File: src/dbg_pkg.sv
// constants shared by the breakpoint and debug unit
// assumes byte-wide registers, one per aligned wishbone word
package dbg_pkg;
  // register indices; byte address is four times the index
  localparam logic [15:0] IDX_CUR_PC_LOW   = 16'ha098;
  localparam logic [15:0] IDX_CUR_PC_HIGH  = 16'ha099;
  localparam logic [15:0] IDX_CUR_PC_TOP   = 16'ha09a;
  localparam logic [15:0] IDX_NEXT_PC_LOW  = 16'ha09b;
  localparam logic [15:0] IDX_NEXT_PC_HIGH = 16'ha09c;
  localparam logic [15:0] IDX_NEXT_PC_TOP  = 16'ha09d;
  localparam logic [15:0] IDX_STEP_KEY     = 16'ha09e;
  localparam logic [15:0] IDX_DBG_SLV_ADDR = 16'ha09f;
  localparam logic [15:0] IDX_INT_FLAG     = 16'ha0e0;
  localparam logic [15:0] IDX_INT_ENABLE   = 16'ha0e1;
  localparam logic [15:0] IDX_INT_CONTROL  = 16'ha0e2;
  localparam logic [15:0] IDX_SUSPEND      = 16'ha0e3;
  localparam logic [15:0] IDX_BP1_LOW      = 16'ha0f0;
  localparam logic [15:0] IDX_BP1_HIGH     = 16'ha0f1;
  localparam logic [15:0] IDX_BP1_TOP      = 16'ha0f2;
  localparam logic [15:0] IDX_BP2_LOW      = 16'ha0f4;
  localparam logic [15:0] IDX_BP2_HIGH     = 16'ha0f5;
  localparam logic [15:0] IDX_BP2_TOP      = 16'ha0f6;
  // field positions
  localparam int BIT_STEP       = 7;
  localparam int BIT_BP2        = 1;
  localparam int BIT_BP1        = 0;
  localparam int BIT_IRQ_PERMIT = 7;
  localparam int BIT_WDT_PERMIT = 6;
  localparam int BIT_T2_PERMIT  = 5;
  localparam int BIT_T1_PERMIT  = 4;
  localparam int BIT_T0_PERMIT  = 3;
  localparam int BIT_ACTIVE     = 0;
  localparam int BIT_PORT_EN    = 7;
  // masks of implemented bits
  localparam logic [7:0] INT_BITS_MASK  = 8'h83;
  localparam logic [7:0] SUSP_BITS_MASK = 8'hf9;
  localparam logic [7:0] PERMIT_MASK    = 8'hf8;
  // values after reset
  localparam logic [7:0] RST_INT_FLAG   = 8'h00;
  localparam logic [7:0] RST_INT_EN     = 8'h00;
  localparam logic [7:0] RST_SUSPEND    = 8'hf8;
  localparam logic [7:0] RST_STEP_KEY   = 8'h00;
  localparam logic [7:0] RST_DBG_ID     = 8'h36;
  localparam logic [23:0] RST_PC        = 24'h000000;
  // key and vectors
  localparam logic [7:0] STEP_KEY_VALUE = 8'h96;
  localparam logic [7:0] VEC_DEBUG      = 8'h83;
  localparam logic [7:0] VEC_BREAKPOINT = 8'h7b;
  localparam logic [7:0] VEC_NONE       = 8'h00;
endpackage : dbg_pkg

File: src/bp_cmp_if.sv
// carrier between the register core and the pc comparator
// assumes both ends run on the same clock
`timescale 1ns/10ps
interface bp_cmp_if;
  logic [1:0][23:0] bp_addr;
  logic             step_en;
  logic [1:0]       hit;
  logic             step_hit;
  logic [23:0]      cur_pc;
  logic [23:0]      next_pc;
  modport core (output bp_addr, output step_en, input hit, input step_hit, input cur_pc, input next_pc);
  modport cmp  (input bp_addr, input step_en, output hit, output step_hit, output cur_pc, output next_pc);
endinterface : bp_cmp_if

File: src/bp_compare.sv
// pc comparator: matches fetches against two breakpoints
// assumes fetch signals are synchronous to clk_i
`timescale 1ns/10ps
module bp_compare
  import dbg_pkg::*;
(
  input  wire logic        clk_i,
  input  wire logic        rst_i,
  input  wire logic        fetch_valid_i,
  input  wire logic [23:0] fetch_pc_i,
  input  wire logic [23:0] exec_pc_i,
  input  wire logic        fetch_in_isr_i,
  bp_cmp_if.cmp            bus
);
  typedef struct packed {
    logic [1:0]  hit;
    logic        step_hit;
    logic [23:0] cur_pc;
    logic [23:0] next_pc;
  } cmp_s;

  cmp_s st_r;
  cmp_s st_nxt;
  logic [1:0] match;

  genvar g;
  generate
    for (g = 0; g < 2; g++) begin : g_bp
      // RULE21: compare every fetch
      assign match[g] = fetch_valid_i && (fetch_pc_i == bus.bp_addr[g]);
    end
  endgenerate

  always_comb begin
    st_nxt          = st_r;
    st_nxt.hit      = match;
    // RULE19: step on isr fetch
    st_nxt.step_hit = fetch_valid_i && fetch_in_isr_i && bus.step_en;
    st_nxt.cur_pc   = exec_pc_i;
    st_nxt.next_pc  = fetch_pc_i;
  end

  always_ff @(posedge clk_i) begin
    if (rst_i) begin
      st_r <= '{hit: 2'h0, step_hit: 1'b0, cur_pc: RST_PC, next_pc: RST_PC};
    end else begin
      st_r <= st_nxt;
    end
  end

  assign bus.hit      = st_r.hit;
  assign bus.step_hit = st_r.step_hit;
  assign bus.cur_pc   = st_r.cur_pc;
  assign bus.next_pc  = st_r.next_pc;
endmodule : bp_compare

File: src/bp_debug_unit.sv
// breakpoint and debug controller with wishbone register slave
// assumes cpu and second i2c slave signals are on clk_i
// Summary of operation
// RULE1: step interrupt requested only while step enable bit 7 is set
// RULE2: enable bits 1 and 0 gate breakpoint 2 and 1 interrupts
// RULE3: routine entry clears permit bits, stopping interrupts, watchdog, timers
// RULE4: bit 7 lets interrupts except watchdog preempt; cleared at entry
// RULE5: bit 6 lets watchdog count during the routine
// RULE6: bits 5..3 gate timer 2..0 counting only, not their interrupts
// RULE7: routine status bit 0 set by hardware on routine entry
// RULE8: software clears routine status bit before leaving the routine
// RULE9: software sets permit bits again before leaving the routine
// RULE10: software changes suspension register only inside debug routine
// RULE11: each breakpoint compares 24 bits built from low, high, top bytes
// RULE12: on a hit the just executed pc is captured read-only
// RULE13: on a hit the next pc is captured read-only
// RULE14: single step enabled only while key register holds 0x96
// RULE15: port enabled and second slave address equal to id gives debug interrupt
// RULE16: debug id register resets to 0x36
// RULE17: debug interrupt has top priority, vector 0x83
// RULE18: breakpoint match issues breakpoint interrupt, vector 0x7b
// RULE19: step flag set on fetch from interrupt routine, held until cleared
// RULE20: breakpoint flags set on pc match, held until cleared
// RULE21: flags set regardless of enable; interrupt needs the enable
// RULE22: all permit bits set after reset
`timescale 1ns/10ps
module bp_debug_unit
  import dbg_pkg::*;
(
  input  wire logic        clk_i,
  input  wire logic        rst_i,
  // wishbone slave
  input  wire logic        cyc_i,
  input  wire logic        stb_i,
  input  wire logic        we_i,
  input  wire logic [17:0] adr_i,
  input  wire logic [3:0]  sel_i,
  input  wire logic [31:0] dat_i,
  output logic      [31:0] dat_o,
  output logic             ack_o,
  // cpu fetch side
  input  wire logic        fetch_valid_i,
  input  wire logic [23:0] fetch_pc_i,
  input  wire logic [23:0] exec_pc_i,
  input  wire logic        fetch_in_isr_i,
  // routine entry
  input  wire logic        isr_enter_i,
  input  wire logic        isr_is_debug_i,
  // second i2c slave
  input  wire logic        i2c2_addr_valid_i,
  input  wire logic [6:0]  i2c2_addr_i,
  // interrupt requests
  output logic             brk_irq_o,
  output logic             dbg_irq_o,
  output logic      [7:0]  irq_vector_o,
  // suspension outputs
  output logic             irq_permit_o,
  output logic             wdt_count_en_o,
  output logic      [2:0]  timer_count_en_o,
  output logic             routine_active_o
);
  typedef struct packed {
    // software registers
    logic [7:0]  int_flag;
    logic [7:0]  int_en;
    logic [7:0]  susp;
    logic [7:0]  step_key;
    logic [7:0]  dbg_id;
    // breakpoint compare values
    logic [23:0] bp1;
    logic [23:0] bp2;
    // captured pcs
    logic [23:0] cur_pc;
    logic [23:0] next_pc;
    // debug request and bus answer
    logic        dbg_pend;
    logic        ack;
    logic [7:0]  rdata;
    // interrupt outputs
    logic        brk_irq;
    logic        dbg_irq;
    logic [7:0]  vector;
  } core_s;

  core_s r_r;
  core_s r_nxt;

  bp_cmp_if cmp_bus ();

  bp_compare u_cmp (
    .clk_i          (clk_i),
    .rst_i          (rst_i),
    .fetch_valid_i  (fetch_valid_i),
    .fetch_pc_i     (fetch_pc_i),
    .exec_pc_i      (exec_pc_i),
    .fetch_in_isr_i (fetch_in_isr_i),
    .bus            (cmp_bus)
  );

  // RULE11: 24-bit compare values
  assign cmp_bus.bp_addr[0] = r_r.bp1;
  assign cmp_bus.bp_addr[1] = r_r.bp2;
  // RULE14: key unlocks single step
  assign cmp_bus.step_en    = (r_r.step_key == STEP_KEY_VALUE);

  // bus decode
  logic        req;
  logic        wr;
  logic [15:0] idx;
  logic [7:0]  wd;
  logic [7:0]  rd;
  // event and request terms
  logic [7:0]  ev;
  logic        any_ev;
  logic        dbg_match;
  logic        brk_req;

  assign req = cyc_i && stb_i;
  assign idx = adr_i[17:2];
  assign wd  = dat_i[7:0];
  // write lands at the edge where the master sees ack
  assign wr  = req && we_i && r_r.ack && sel_i[0];

  always_comb begin
    rd = 8'h00;
    case (idx)
      IDX_CUR_PC_LOW: begin
        rd = r_r.cur_pc[7:0];
      end
      IDX_CUR_PC_HIGH: begin
        rd = r_r.cur_pc[15:8];
      end
      IDX_CUR_PC_TOP: begin
        rd = r_r.cur_pc[23:16];
      end
      IDX_NEXT_PC_LOW: begin
        rd = r_r.next_pc[7:0];
      end
      IDX_NEXT_PC_HIGH: begin
        rd = r_r.next_pc[15:8];
      end
      IDX_NEXT_PC_TOP: begin
        rd = r_r.next_pc[23:16];
      end
      IDX_STEP_KEY: begin
        rd = r_r.step_key;
      end
      IDX_DBG_SLV_ADDR: begin
        rd = r_r.dbg_id;
      end
      IDX_INT_FLAG: begin
        rd = r_r.int_flag;
      end
      IDX_INT_ENABLE: begin
        rd = r_r.int_en;
      end
      IDX_INT_CONTROL: begin
        rd = 8'h00;
      end
      IDX_SUSPEND: begin
        rd = r_r.susp;
      end
      IDX_BP1_LOW: begin
        rd = r_r.bp1[7:0];
      end
      IDX_BP1_HIGH: begin
        rd = r_r.bp1[15:8];
      end
      IDX_BP1_TOP: begin
        rd = r_r.bp1[23:16];
      end
      IDX_BP2_LOW: begin
        rd = r_r.bp2[7:0];
      end
      IDX_BP2_HIGH: begin
        rd = r_r.bp2[15:8];
      end
      IDX_BP2_TOP: begin
        rd = r_r.bp2[23:16];
      end
      default: begin
        rd = 8'h00;
      end
    endcase
  end

  always_comb begin
    r_nxt = r_r;
    // bus handshake: one-cycle ack per request
    if (req && !r_r.ack) begin
      r_nxt.ack   = 1'b1;
      r_nxt.rdata = rd;
    end else begin
      r_nxt.ack   = 1'b0;
      r_nxt.rdata = 8'h00;
    end

    // register writes
    if (wr) begin
      case (idx)
        IDX_STEP_KEY: begin
          r_nxt.step_key = wd;
        end
        IDX_DBG_SLV_ADDR: begin
          r_nxt.dbg_id = wd;
        end
        IDX_INT_ENABLE: begin
          r_nxt.int_en = wd & INT_BITS_MASK;
        end
        IDX_SUSPEND: begin
          r_nxt.susp = wd & SUSP_BITS_MASK;
        end
        IDX_BP1_LOW: begin
          r_nxt.bp1[7:0] = wd;
        end
        IDX_BP1_HIGH: begin
          r_nxt.bp1[15:8] = wd;
        end
        IDX_BP1_TOP: begin
          r_nxt.bp1[23:16] = wd;
        end
        IDX_BP2_LOW: begin
          r_nxt.bp2[7:0] = wd;
        end
        IDX_BP2_HIGH: begin
          r_nxt.bp2[15:8] = wd;
        end
        IDX_BP2_TOP: begin
          r_nxt.bp2[23:16] = wd;
        end
        IDX_INT_FLAG: begin
          r_nxt.int_flag = wd & INT_BITS_MASK;
        end
        // captured pcs are read-only
        IDX_CUR_PC_LOW: begin
          r_nxt.cur_pc = r_r.cur_pc;
        end
        IDX_CUR_PC_HIGH: begin
          r_nxt.cur_pc = r_r.cur_pc;
        end
        IDX_CUR_PC_TOP: begin
          r_nxt.cur_pc = r_r.cur_pc;
        end
        IDX_NEXT_PC_LOW: begin
          r_nxt.next_pc = r_r.next_pc;
        end
        IDX_NEXT_PC_HIGH: begin
          r_nxt.next_pc = r_r.next_pc;
        end
        IDX_NEXT_PC_TOP: begin
          r_nxt.next_pc = r_r.next_pc;
        end
        default: begin
          r_nxt.int_flag = r_r.int_flag;
        end
      endcase
    end

    // RULE20: sticky match flags, set wins
    ev               = 8'h00;
    ev[BIT_BP1]      = cmp_bus.hit[0];
    ev[BIT_BP2]      = cmp_bus.hit[1];
    // RULE19: sticky step flag
    ev[BIT_STEP]     = cmp_bus.step_hit;
    // RULE21: flags ignore enables
    r_nxt.int_flag   = r_nxt.int_flag | ev;
    any_ev           = |ev;

    // RULE12: capture executed pc
    if (any_ev) begin
      r_nxt.cur_pc  = cmp_bus.cur_pc;
      // RULE13: capture next pc
      r_nxt.next_pc = cmp_bus.next_pc;
    end

    // RULE15: debug address match
    dbg_match = i2c2_addr_valid_i
             && r_r.dbg_id[BIT_PORT_EN]
             && (i2c2_addr_i == r_r.dbg_id[6:0]);
    if (isr_enter_i && isr_is_debug_i) begin
      r_nxt.dbg_pend = 1'b0;
    end
    if (dbg_match) begin
      r_nxt.dbg_pend = 1'b1;
    end

    // RULE3: entry clears permits
    if (isr_enter_i) begin
      // RULE4: irq permit cleared too
      r_nxt.susp             = r_nxt.susp & ~PERMIT_MASK;
      // RULE7: mark routine active
      r_nxt.susp[BIT_ACTIVE] = 1'b1;
    end

    // RULE1: step gated by enable
    // RULE2: per breakpoint enables
    brk_req = |(r_nxt.int_flag & r_nxt.int_en);
    // RULE18: breakpoint interrupt request
    r_nxt.brk_irq = brk_req;
    r_nxt.dbg_irq = r_nxt.dbg_pend;
    // RULE17: debug vector has priority
    if (r_nxt.dbg_pend) begin
      r_nxt.vector = VEC_DEBUG;
    end else if (brk_req) begin
      r_nxt.vector = VEC_BREAKPOINT;
    end else begin
      r_nxt.vector = VEC_NONE;
    end
  end

  always_ff @(posedge clk_i) begin
    if (rst_i) begin
      r_r.int_flag <= RST_INT_FLAG;
      r_r.int_en   <= RST_INT_EN;
      // RULE22: permits set at reset
      r_r.susp     <= RST_SUSPEND;
      r_r.step_key <= RST_STEP_KEY;
      // RULE16: default debug id
      r_r.dbg_id   <= RST_DBG_ID;
      r_r.bp1      <= RST_PC;
      r_r.bp2      <= RST_PC;
      r_r.cur_pc   <= RST_PC;
      r_r.next_pc  <= RST_PC;
      r_r.dbg_pend <= 1'b0;
      r_r.ack      <= 1'b0;
      r_r.rdata    <= 8'h00;
      r_r.brk_irq  <= 1'b0;
      r_r.dbg_irq  <= 1'b0;
      r_r.vector   <= VEC_NONE;
    end else begin
      r_r <= r_nxt;
    end
  end

  assign dat_o            = {24'h000000, r_r.rdata};
  assign ack_o            = r_r.ack;
  assign brk_irq_o        = r_r.brk_irq;
  assign dbg_irq_o        = r_r.dbg_irq;
  assign irq_vector_o     = r_r.vector;
  // RULE4: preemption permit out
  assign irq_permit_o     = r_r.susp[BIT_IRQ_PERMIT];
  // RULE5: watchdog counting permit
  assign wdt_count_en_o   = r_r.susp[BIT_WDT_PERMIT];
  // RULE6: timer counting permits only
  assign timer_count_en_o = {r_r.susp[BIT_T2_PERMIT], r_r.susp[BIT_T1_PERMIT], r_r.susp[BIT_T0_PERMIT]};
  assign routine_active_o = r_r.susp[BIT_ACTIVE];
endmodule : bp_debug_unit

File: config.mk
export PLATFORM = sky130hd
export DESIGN_NAME = bp_debug_unit
export DESIGN_NICKNAME = d
export VERILOG_FILES = /design/src/dbg_pkg.sv /design/src/bp_cmp_if.sv /design/src/bp_compare.sv /design/src/bp_debug_unit.sv
export SDC_FILE = /design/constraint.sdc
export NUM_CORES = 1
export LEC_CHECK = 0
export BUFFER_PORTS_ARGS = -buffer_cell sky130_fd_sc_hd__buf_2
export CAP_MARGIN = 20
export CORE_MARGIN = 3
export CORE_UTILIZATION = 34
export CTS_CLUSTER_DIAMETER = 80
export CTS_CLUSTER_SIZE = 8
export DETAILED_ROUTE_END_ITERATION = 8
export PLACE_DENSITY = 0.57
export SLEW_MARGIN = 20
export SYNTH_ARGS = -nofsm -noshare
export SYNTH_HDL_FRONTEND = slang
export SYNTH_HIERARCHICAL = 1
export SYNTH_SLANG_ARGS = --single-unit
File: constraint.sdc
create_clock -name clk_i -period 2.3 [get_ports clk_i]
set_clock_uncertainty 0.15 [all_clocks]
set_input_delay 0.115 -clock clk_i [delete_from_list [all_inputs] [get_ports clk_i]]
set_output_delay 0.115 -clock clk_i [all_outputs]
set_load 0.03 [all_outputs]
## Word-level counts from Yosys, hierarchy flattened

Index checks and enable logic that the tools add are counted.

| storage, ports and cells | value |
|---|---|
| memories | 0 |
| memory bits (writable) | 0 |
| latch bits | 0 |
| register bits after elaboration | 206 |
| ROM bits | 0 |
| word-level logic and storage cells | 96 |

| cells by class | value |
|---|---|
| divide/modulo/power cells | 0 |
| eq/ne operators | 21 |
| mux-type cells | 20 |
| $mul | 0 |
| order comparisons | 0 |
| reduce and logical (&&, ||, !) cells | 28 |
| bitwise operators | 3 |
| shift-type cells | 0 |
| add/sub/neg operators | 0 |

Operator list:

| kind | number |
|---|---|
| equality test 16 bit (second input constant) | 17 |
| two-way mux 136 bit | 1 |
| case mux 8 bit (17 select lines) | 1 |
| two-way mux 8 bit | 13 |
| equality test 24 bit | 2 |
| two-way mux 48 bit | 1 |
| AND reduction 2 bit | 9 |
| logical AND 1 bit | 12 |
| two-way mux 9 bit | 1 |
| AND 8 bit | 1 |
| equality test 8 bit (second input constant) | 1 |
| OR 8 bit | 1 |
| OR reduction 8 bit | 1 |
| equality test 7 bit | 1 |
| two-way mux 7 bit | 1 |
| nonzero test 2 bit | 2 |
| OR reduction 2 bit | 2 |
| OR reduction 3 bit | 1 |
| two-way mux 1 bit | 2 |
| logical NOT 1 bit | 1 |
| inverter 1 bit | 1 |

## Logic depth before layout (Yosys ltp)

Gate-level depths: netlist of run 1.

| logic depth | value |
|---|---|
| word-level depth | 10 |
| gate-level depth with buffers | 9 |

## Modules after synthesis

The synthesis of run 1 kept the hierarchy.

Modules (own cells, without submodules):

| module | area each (um^2) | seq. area each (um^2) | times used | cells each |
|---|---|---|---|---|
| bp_debug_unit | 7,046.8 | 2,942.8 | 1 | 854 |
| bp_compare | 1,903.1 | 1,021.0 | 1 | 173 |

## Worst setup path after synthesis of run 1

OpenSTA, ideal clock, no wires.

| timing path | value |
|---|---|
| path type | reg2reg |
| start | register r_r, in the netlist ack_o |
| end | register r_r[120] (netlist bit) |
| data required time | 2.030 ns |
| path slack | 0.207 ns |
| clock period less this slack | 2.093 ns |
| buffers on the path | 2 |
| stages on the path, launching flop included | 8 |
| arrival time | 1.823 ns |
| path through | dfxtp_1 and3_1 nand3_1 buf_2 nor3_2 buf_2 nor2b_1 a211o_1 |

| on the way | value |
|---|---|
| cells in the longest elaborated chain, start to end | 3 |

RTL lines:

| what | RTL line | source |
|---|---|---|
| start: declaration | bp_debug_unit.sv:85 | `core_s r_r;` |
| start signal: assignment | bp_debug_unit.sv:331 | `r_r <= r_nxt;` |
| logical AND 1 bit (2 in a row) | bp_debug_unit.sv:122 | `assign wr = req && we_i && r_r.ack && sel_i[0];` |
| AND reduction 2 bit (no line) | - |  |

No other way between the ends.
A chain may end at the register's enable or synchronous reset.

## Worst setup path after layout of run 1

| timing path | value |
|---|---|
| start | register r_r, in the netlist timer_count_en_o[0] |
| end | register r_r, in the netlist dat_o[3] |

| on the way | value |
|---|---|
| cells in the longest elaborated chain, start to end | 1 |

RTL lines:

| what | RTL line | source |
|---|---|---|
| case mux 8 bit (17 select lines) | bp_debug_unit.sv:126 | `case (idx)` |

No other way between the ends.

==> results of run 1 <==
kinds of logic after synthesis:
| kind of cell | Yosys count | synth area share |
|---|---|---|
| xor+xnor | 55 | 0.0538 |
| other cells | 1 | 0.000419 |
| simple gates | 412 | 0.234 |
| buf+inv | 107 | 0.0643 |
| flops | 198 | 0.443 |
| mux | 69 | 0.0779 |
| compound gates | 185 | 0.126 |
power by group through the flow:
stage,Clock [W],Sequential (W),Combinational [W]
after floorplan,0,0.00358,0.000330
after CTS,0.00317,0.00350,0.000622
final,0.00312,0.00350,0.000631
after detailed placement,0,0.00358,0.000541
after global routing,0.00333,0.00350,0.000672
after global placement,0,0.00358,0.000539
final cells by class:
| cell class | instances | area, um^2 | area share |
|---|---|---|---|
| multi-input cells | 746 | 4510 | 0.397 |
| flip-flops and latches | 198 | 3960 | 0.349 |
| repair buffers | 250 | 1830 | 0.161 |
| clock buffers | 21 | 470 | 0.0414 |
| well taps | 330 | 413 | 0.0364 |
| clock inverters | 11 | 138 | 0.0121 |
| inverters | 7 | 26.3 | 0.00231 |
worst max-delay path: cells and delay by family, from the launching register on:
kind / cells / cell delay (ns)
and+or+nand+nor: 1 / 0.09
muxes: 1 / 0.27
AOI/OAI and AO/OA: 4 / 1.15
DFF: 1 / 0.33
stage by stage:
step / hold WS (ns) / cell area (um^2) / std cells / utilization / power, W
finish: 0.0688 / 11400 / 1563 / 0.445 / 0.00725
global route: 0.0789 / 11400 / 1563 / 0.445 / 0.00751
CTS: 0.0660 / 11400 / 1563 / 0.445 / 0.00729
detailed placement: 0.178 / 10100 / 1468 / 0.396 / 0.00412
global placement: 0.175 / 10100 / 1468 / 0.396 / 0.00412
floorplan: 0.0520 / 9040 / 1051 / - / 0.00391
synthesized netlist by cell type (all sizes together), types with 4 or more instances:
cell | number | area [um^2]
mux2i | 64 | 641
nor2b | 55 | 347
nand3 | 11 | 55.1
a211o | 4 | 35.0
nand4 | 11 | 68.8
o22ai | 5 | 31.3
nand2 | 189 | 719
xor2 | 28 | 245
a31oi | 7 | 43.8
clkbuf | 41 | 154
a222oi | 6 | 60.1
a21oi | 110 | 551
nor4 | 16 | 159
inv | 6 | 22.5
a211oi | 6 | 45.0
a22oi | 7 | 52.6
o21bai | 5 | 37.5
o21ai | 9 | 45.0
buf | 59 | 395
xnor2 | 27 | 236
dfxtp | 198 | 3960
nor3 | 27 | 211
a221oi | 6 | 52.6
mux2 | 5 | 56.3
a22o | 4 | 35.0
nor2 | 67 | 251
and2 | 12 | 75.1
routing by layer:
layer / wire length (um) / up-vias
met3: 1760 / 34
met2: 13600 / 302
li1: - / 3840
met1: 14300 / 3849
met5: 0 / -
met4: 464 / 0
worst max-delay path by stage:
stage / from / end / slack (ns) / cells after the start
floorplan: ack_o / r_r[120] / 0.21 / 7
global placement: adr_i[3] / dat_o[6] / 0.01 / 8
detailed placement: adr_i[3] / dat_o[3] / 0.03 / 7
CTS: timer_count_en_o[0] / dat_o[3] / 0.06 / 6
global route: timer_count_en_o[0] / dat_o[3] / 0.02 / 6
finish: timer_count_en_o[0] / dat_o[3] / 0.13 / 6
flip-flops by register name (all words and copies together), names as in the netlist:
name / count
r_r: 80
cmp_bus.bp_addr: 48
u_cmp/bus.cur_pc: 24
u_cmp/bus.next_pc: 24
dat_o: 8
timer_count_en_o: 3
irq_vector_o: 2
u_cmp/bus.hit: 2
ack_o: 1
brk_irq_o: 1
dbg_irq_o: 1
irq_permit_o: 1
routine_active_o: 1
u_cmp/bus.step_hit: 1
wdt_count_en_o: 1
repair_timing:
action / CTS / global route
setup endpoints to repair: 0 / 1
hold buffers: 63 / 0
hold endpoints to repair: 111 / 0
gates resized for setup: 0 / 1
==> flow_summary.toml, run 1 <==
[yosys]
ys_seq_area_frac = 0.443
syn_area_mm2 = 0.00895
synthCells = 1027
synth_edf_count = 0
yosysWarnings = 6
synth_seq_cells = 198
syn_area_per_cell_um2 = 8.71
synth_cell_types = 65
synth-main-ff-cell = "dfxtp_1"
async_flop_share = 0

[clock_tree]
cts_setup_buffers = 0
clk_latency_ns = 0.44
cts_max_level = 4
clock-sinks = 198
ctsLongestPathBuffers = 2
path_clk_slew_ns = 0.08
ctsRootBufferMaster = "clkbuf_16"
cts_made_buffers = 17
cts_tree = "built"

[route]
vias = 8025
viasPerCell = 5.13
wl_mm = 30.1
first_pass_iters = 5
ant_nets = 0
drc = 0
wl_per_cell_um = 19.3
drt_iter0_drc = 628

[worst_setup_path]
start_kind = "register"
arrival_ns = 2.29
reg2regPathDepth = 6
crit_required_ns = 2.43
setup.worst_path.class = "register to register"
worstReg2RegEnd = "dat_o[3]"
r2r_slack_ns = 0.13
cpMaxStageDelayCell = "a2111oi_1"
crit_chain = "mux2_2 > a22oi_1 > nor3_1 > a2111o_1 > a2111oi_1 > a31oi_1"
r2r_start = "timer_count_en_o[0]"
end_kind = "register"
path_max_fanout = 3
max_stage_delay_ns = 0.39

[min_path]
hold_end = "dbg_irq_o"
min_from = "i2c2_addr_valid_i"
whs_path_depth = 5
hp-class = "input port to register"

[outcome]
status = "finished, final reports clean"

[sta]
worst_pin_slew_ns = 0.681
fmax_mhz = 461
finalSetupTns_ns = 0
finalCritPeriodShare = 0.942
finalSetupViolations = 0
min_period_ns = 2.17
slew_headroom = 0.545
hold_viol = 0
fin_ws_ns = 0.133
rsz0062_at_grt = "no"
maxSlewViolCount = 0

[global_route]
grt_max_degree = 60
use_met3 = 0.0286
grt_overflow = 0
use_met2 = 0.326
antenna_found_initial = 1
grt_pass1_vias = 7444
top_usage_layer = "met2"
grtUsageMet1 = 0.307
grt_pass1_wl_mm = 45.3
grt_usage = 0.209

[layout]
most-common-layout-cells = "198 x dfxtp_1, 187 x nand2_1, 112 x buf_2"
nNetsFinal = 1339
drive_above_1_share = 0.202
nFillCells = 2554
mostFrequentLayoutCell = "dfxtp_1"
diodes = 0
area_growth_pct = 26.9

[die]
die_y_um = 168
initial_utilization = 0.350
rows = 58
die_x_um = 168
core_mm2 = 0.0255
die_area_mm2 = 0.0283
ios = 168

[power]
comb_power_share = 0.087
ir_worst_vdd_v = 0.000442
sw_frac_of_total = 0.249
p_leak_nw = 4.37
power.internal_w = 0.00545
power-per-cell-area_mw_per_mm2 = 639
clockPowerShare = 0.431
switchingPower_w = 0.00181
seq_power_share = 0.482

[placed_design]
dpl.hpwl_mm = 22.4
gp_congestion = 0.928
post-place-ws_ns = 0.0270
portBuffers = 113

[flow_run]
drv_cap = 0
Note: power is estimated with default switching activity, not from simulation.
==> run 2: changes to the inputs <==
- SYNTH_HIERARCHICAL: 1 -> not set
- clock period: 2.3 -> 2.5 ns (I/O delays scaled with it)
==> run 2 against run 1 <==
Sequential power fell by 8.0%. Synthesized area is 2.2% lower. Via count down 2.7%. Clock power down 6.4%. Count of clock-buffer cells in the layout decreased by 4. Largest power group unchanged.
==> flow_summary.toml, run 2 <==
[yosys]
synth.most_common_cell = "dfxtp_1"
ys_seq_area_frac = 0.453
syn_area_mm2 = 0.00875
synth_commonest_cells = "198 x dfxtp_1, 129 x nand2_1, 72 x mux2i_1"
synth.top_cell.area_share = 0.453
synth-main-ff-cell = "dfxtp_1"
synth_edf_count = 0
synth_cell_types = 58
yosys.area.top_type = "dfxtp_1"
synth_seq_cells = 198
ys_top_cells_by_area = "dfxtp_1 45%, mux2i_1 8.2%, nand2_1 5.5%, nor2b_1 4.1%, a21oi_1 4.1%"
syn_area_per_cell_um2 = 9.03
async_flop_share = 0
yosysWarnings = 0
synthCells = 969

[global_route]
grt_overflow = 0
antenna_found_initial = 1
grt_pass1_vias = 7301
grt_pass1_wl_mm = 45.3
grt_usage = 0.216
grt_max_degree = 135

[die]
die_x_um = 166
initial_utilization = 0.347
die_y_um = 166
die_area_mm2 = 0.0277
rows = 58
core_mm2 = 0.0253
ios = 168

[placed_design]
dpl.hpwl_mm = 22.7
portBuffers = 113
gp_congestion = 1.01
post-place-ws_ns = -0.116

[route]
vias = 7807
drc = 0
drt_iter0_drc = 686
wl_per_cell_um = 20.3
first_pass_iters = 5
viasPerCell = 5.19
ant_nets = 0
wl_mm = 30.6

[power]
ir_worst_vdd_v = 0.000389
power-per-cell-area_mw_per_mm2 = 595
p_leak_nw = 4.27
total_power_w = 0.00667

[clock_tree]
ctsRootBufferMaster = "clkbuf_16"
cts_max_level = 4
ctsLongestPathBuffers = 2
cts_tree = "built"
path_clk_slew_ns = 0.09
clk_latency_ns = 0.45
clock-sinks = 198
cts_made_buffers = 17
cts_setup_buffers = 0

[worst_setup_path]
max_stage_delay_ns = 0.59
cpMaxStageDelayCell = "or4_1"
end_kind = "register"
reg2regPathDepth = 7
setup.worst_path.class = "input port to register"
crit_required_ns = 2.69
arrival_ns = 2.55
start_kind = "input port"
crit_chain = "buf_2 > or4_1 > buf_4 > nor2_1 > nand3_1 > nor3_2 > buf_4 > mux2i_1 > o21bai_1 > dlygate4sd3_1"
crit_top_cell = "buf_4"
path_max_fanout = 7

[layout]
nFillCells = 2503
mostFrequentLayoutCell = "dfxtp_1"
largest_register_ffs = 80
diodes = 0
area_growth_pct = 28.1
top_register = "r_r"
most-common-layout-cells = "198 x dfxtp_1, 129 x nand2_1, 112 x buf_2"
drive_above_1_share = 0.201
nNetsFinal = 1281

[sta]
min_period_ns = 2.36
finalSetupViolations = 0
maxSlewViolCount = 0
hold_viol = 0
fin_ws_ns = 0.142
worst_pin_slew_ns = 0.776
fmax_mhz = 424
finalCritPeriodShare = 0.943
rsz0062_at_grt = "no"
slew_headroom = 0.478

[outcome]
status = "finished, final reports clean"

[min_path]
whs_path_depth = 5
hp-class = "input port to register"

[flow_run]
drv_cap = 0
-- run 2: report_power, final --
part	total (W)	internal, W	switching (W)
combinational	0.000528	0.000214	0.000314
clock	0.00292	0.00140	0.00152
sequential	0.00322	0.00320	0.0000196
-- run 2: repair_timing --
action | in CTS | in global routing
hold endpoints to repair | 112 | 0
endpoints found under the setup margin | 0 | 1
gates resized for setup | 0 | 1
hold buffers | 62 | 0
-- run 2: area by class of cell --
class                   instances  area, um^2  share of cell area
flip-flops and latches        198        3960               0.353
inverters                       5        18.8             0.00167
well taps                     330         413              0.0368
clock buffers                  17         425              0.0379
repair buffers                251        1880               0.167
multi-input cells             689        4320               0.385
clock inverters                15         203              0.0181
-- run 2: logic make-up (layout without fill, tap and decap cells) --
logic type             after synthesis  after routing  synth area share
AO/OA/AOI/OAI                      158            158             0.121
XOR/XNOR                            55             55            0.0550
buffers and inverters              106            288            0.0663
flip-flops                         198            198             0.453
multiplexers                        76             76            0.0875
other                                1             25          0.000428
AND/OR/NAND/NOR                    375            375             0.217
-- run 2: worst max-delay path, delay by kind of cell --
family / cells / cell delay (ns)
AND/OR/NAND/NOR: 4 / 1.11
buffers and inverters: 4 / 1.04
multiplexers: 1 / 0.19
AO/OA/AOI/OAI: 1 / 0.08
-- run 2: routing by layer --
layer / wire length, um / vias up / track usage
met5: 13 / - / 0
li1: - / 3706 / -
met3: 2330 / 43 / 0.0411
met2: 13900 / 320 / 0.337
met1: 13700 / 3736 / 0.306
met4: 659 / 2 / 0.0588
-- run 2: worst paths after layout --
path	startpoint	end	slack (ns)
hold reg to reg	u_cmp.bus.next_pc[5]	r_r[25]	0.29
setup / recovery	adr_i[11]	wdt_count_en_o	0.14
setup reg to reg	ack_o	wdt_count_en_o	0.22
hold / removal	i2c2_addr_valid_i	dbg_irq_o	0.07
-- run 2: stage by stage --
stage / util / area [um^2] / hold WS (ns) / TNS, ns / instances
global route: 0.444 / 11200 / 0.0794 / 0 / 1505
global placement: 0.395 / 9960 / 0.184 / -1.31 / 1411
finish: 0.444 / 11200 / 0.0699 / 0 / 1505
floorplan: - / 8840 / 0.0784 / 0 / 993
detailed placement: 0.395 / 9960 / 0.193 / -1.07 / 1411
CTS: 0.444 / 11200 / 0.0399 / 0 / 1505
==> run 3: changes to the inputs <==
- BUFFER_PORTS_ARGS: -buffer_cell sky130_fd_sc_hd__buf_2 -> not set
- DONT_BUFFER_PORTS: not set -> 1
- PLACE_DENSITY: 0.57 -> 0.52
- TNS_END_PERCENT: not set -> 20
==> run 3 against run 2 <==
Sequential power hardly changed. Non-clock buffer count is 87 lower. Hold slack worse by 0.039 ns. Register-to-register slack worse by 0.08 ns. Final cell count is 5.6% lower. Setup slack worse by 0.10 ns. Count of clock-buffer cells in the layout is 1 higher. Utilization is 1.3 points lower. Final area is 2.9% lower. Total power is 3.2% lower. Critical path depth is 4 lower. Critical path type unchanged. Largest power group unchanged.
==> flow_summary.toml, run 3 (synthesized netlist as in run 2, its figures left out) <==
[outcome]
status = "finished, final reports clean"

[worst_setup_path]
crit_chain = "dlygate4sd3_1 > buf_16 > nor2b_1 > nand4b_1 > dlygate4sd3_1 > nor3_1"
end_kind = "register"
crit_top_cell = "dlygate4sd3_1"
arrival_ns = 2.66
cp_top_family = "buffers and inverters"
r2r_slack_ns = 0.14
crit_buf_inv = 3
crit_required_ns = 2.70
setup.worst_path.class = "input port to register"
path_max_fanout = 121
start_kind = "input port"
cpMaxStageDelayCell = "dlygate4sd3_1"
reg2regPathDepth = 7
max_stage_delay_ns = 0.61
crit_cells = 6

[power]
ir_worst_vdd_v = 0.000321
p_leak_nw = 3.98
power-per-cell-area_mw_per_mm2 = 593

[layout]
finish.instance_area_mm2 = 0.0109
mostFrequentLayoutCell = "dfxtp_1"
nNetsFinal = 1194
area_growth_pct = 24.4
drive_above_1_share = 0.102
nFillCells = 2516
top_register = "r_r"
largest_register_ffs = 80
most-common-layout-cells = "198 x dfxtp_1, 129 x nand2_1, 102 x dlygate4sd3_1"

[die]
initial_utilization = 0.347
ios = 168
die_y_um = 166
core_mm2 = 0.0253
rows = 58
die_x_um = 166
die_area_mm2 = 0.0277

[min_path]
hp-class = "input port to register"
whs_path_depth = 3

[route]
vias = 7509
wl_mm = 31.6
viasPerCell = 5.28
first_pass_iters = 7
drt_iter0_drc = 784
ant_nets = 0
drc = 0
wl_per_cell_um = 22.3

[global_route]
grt_pass1_vias = 7064
grt_pass1_wl_mm = 46.5
grt_overflow = 0
grtUsageMet1 = 0.312
antenna_found_initial = 4
top_usage_layer = "met2"
use_met2 = 0.342
grt_max_degree = 122
use_met3 = 0.0615
grt_usage = 0.224

[clock_tree]
cts_max_level = 4
ctsLongestPathBuffers = 2
cts_tree = "built"
cts_made_buffers = 17
ctsRootBufferMaster = "clkbuf_16"
path_clk_slew_ns = 0.08
clock-sinks = 198
clk_latency_ns = 0.45

[flow_run]
drv_cap = 0

[sta]
finalCritPeriodShare = 0.985
finalSetupViolations = 0
maxSlewViolCount = 0
hold_viol = 0
min_period_ns = 2.46
worst_pin_slew_ns = 0.754
fmax_mhz = 406
slew_headroom = 0.493
rsz0062_at_grt = "no"
whs_ns = 0.0306

[placed_design]
dpl.hpwl_mm = 21.8
dpl_cell_area_mm2 = 0.00922
gp_congestion = 0.953
portBuffers = 0
[run 3: changes by cell type in the layout (fill, tap and decap cells not counted), sizes merged]
cell | previous run | this run
inv | 16 | 14
diode | 0 | 3
dlygate4sd3 | 62 | 102
bufinv | 0 | 1
clkbuf | 17 | 18
buf | 189 | 62
[run 3: final timing paths]
check                                           start            endpoint
worst max-delay path                            rst_i  u_cmp.bus.step_hit
worst min register to register  u_cmp.bus.next_pc[10]             r_r[30]
worst max register to register                  ack_o      wdt_count_en_o
worst min-delay path                         adr_i[3]            dat_o[1]
[run 3: tightest hold or removal path, cell delays in order]
cell     delay (ns)
o41ai_1        0.06
nor3_1         0.18
a31oi_1        0.18
[run 3: area by class of cell]
cell class	count	area, um^2	share of cell area
clock buffer	18	439	0.0403
inverter	5	18.8	0.00172
timing repair buffer	164	1570	0.144
clock inverter	14	156	0.0144
tap	330	413	0.0379
antenna	3	7.51	0.000689
multi-input combinational	689	4320	0.397
sequential	198	3960	0.364
[run 3: layer usage]
| metal | part of all wire | wire [um] | up-vias |
|---|---|---|---|
| met5 | 0.0015 | 46 | - |
| met4 | 0.019 | 595 | 4 |
| met3 | 0.080 | 2530 | 41 |
| met2 | 0.45 | 14200 | 304 |
| met1 | 0.45 | 14300 | 3634 |
| li1 | - | - | 3526 |
[run 3: stage by stage]
stage	worst slack [ns]	power (W)	instances	util	TNS [ns]
final	0.0375	0.00646	1421	0.431	0
after detailed placement	0.00395	0.00352	1282	0.365	0
after global routing	0.000649	0.00667	1421	0.431	0
after floorplan	0.0913	0.00357	993	-	0
after global placement	-0.00330	0.00352	1282	0.365	-0.00330
after CTS	0.0154	0.00651	1417	0.430	0
[run 3: timing repair]
action | in CTS | in global routing
buffers inserted | 0 | 1
gates resized for setup | 0 | 2
hold buffers | 103 | 0
endpoints found under the setup margin | 0 | 2
hold endpoints to repair | 191 | 0
[run 3: where the power goes]
group / switching (W) / internal (W) / total, W / leakage (nW)
registers: 0.0000299 / 0.00320 / 0.00323 / 1.61
logic: 0.000233 / 0.000166 / 0.000399 / 2.07
clock network: 0.00138 / 0.00145 / 0.00283 / 0.296
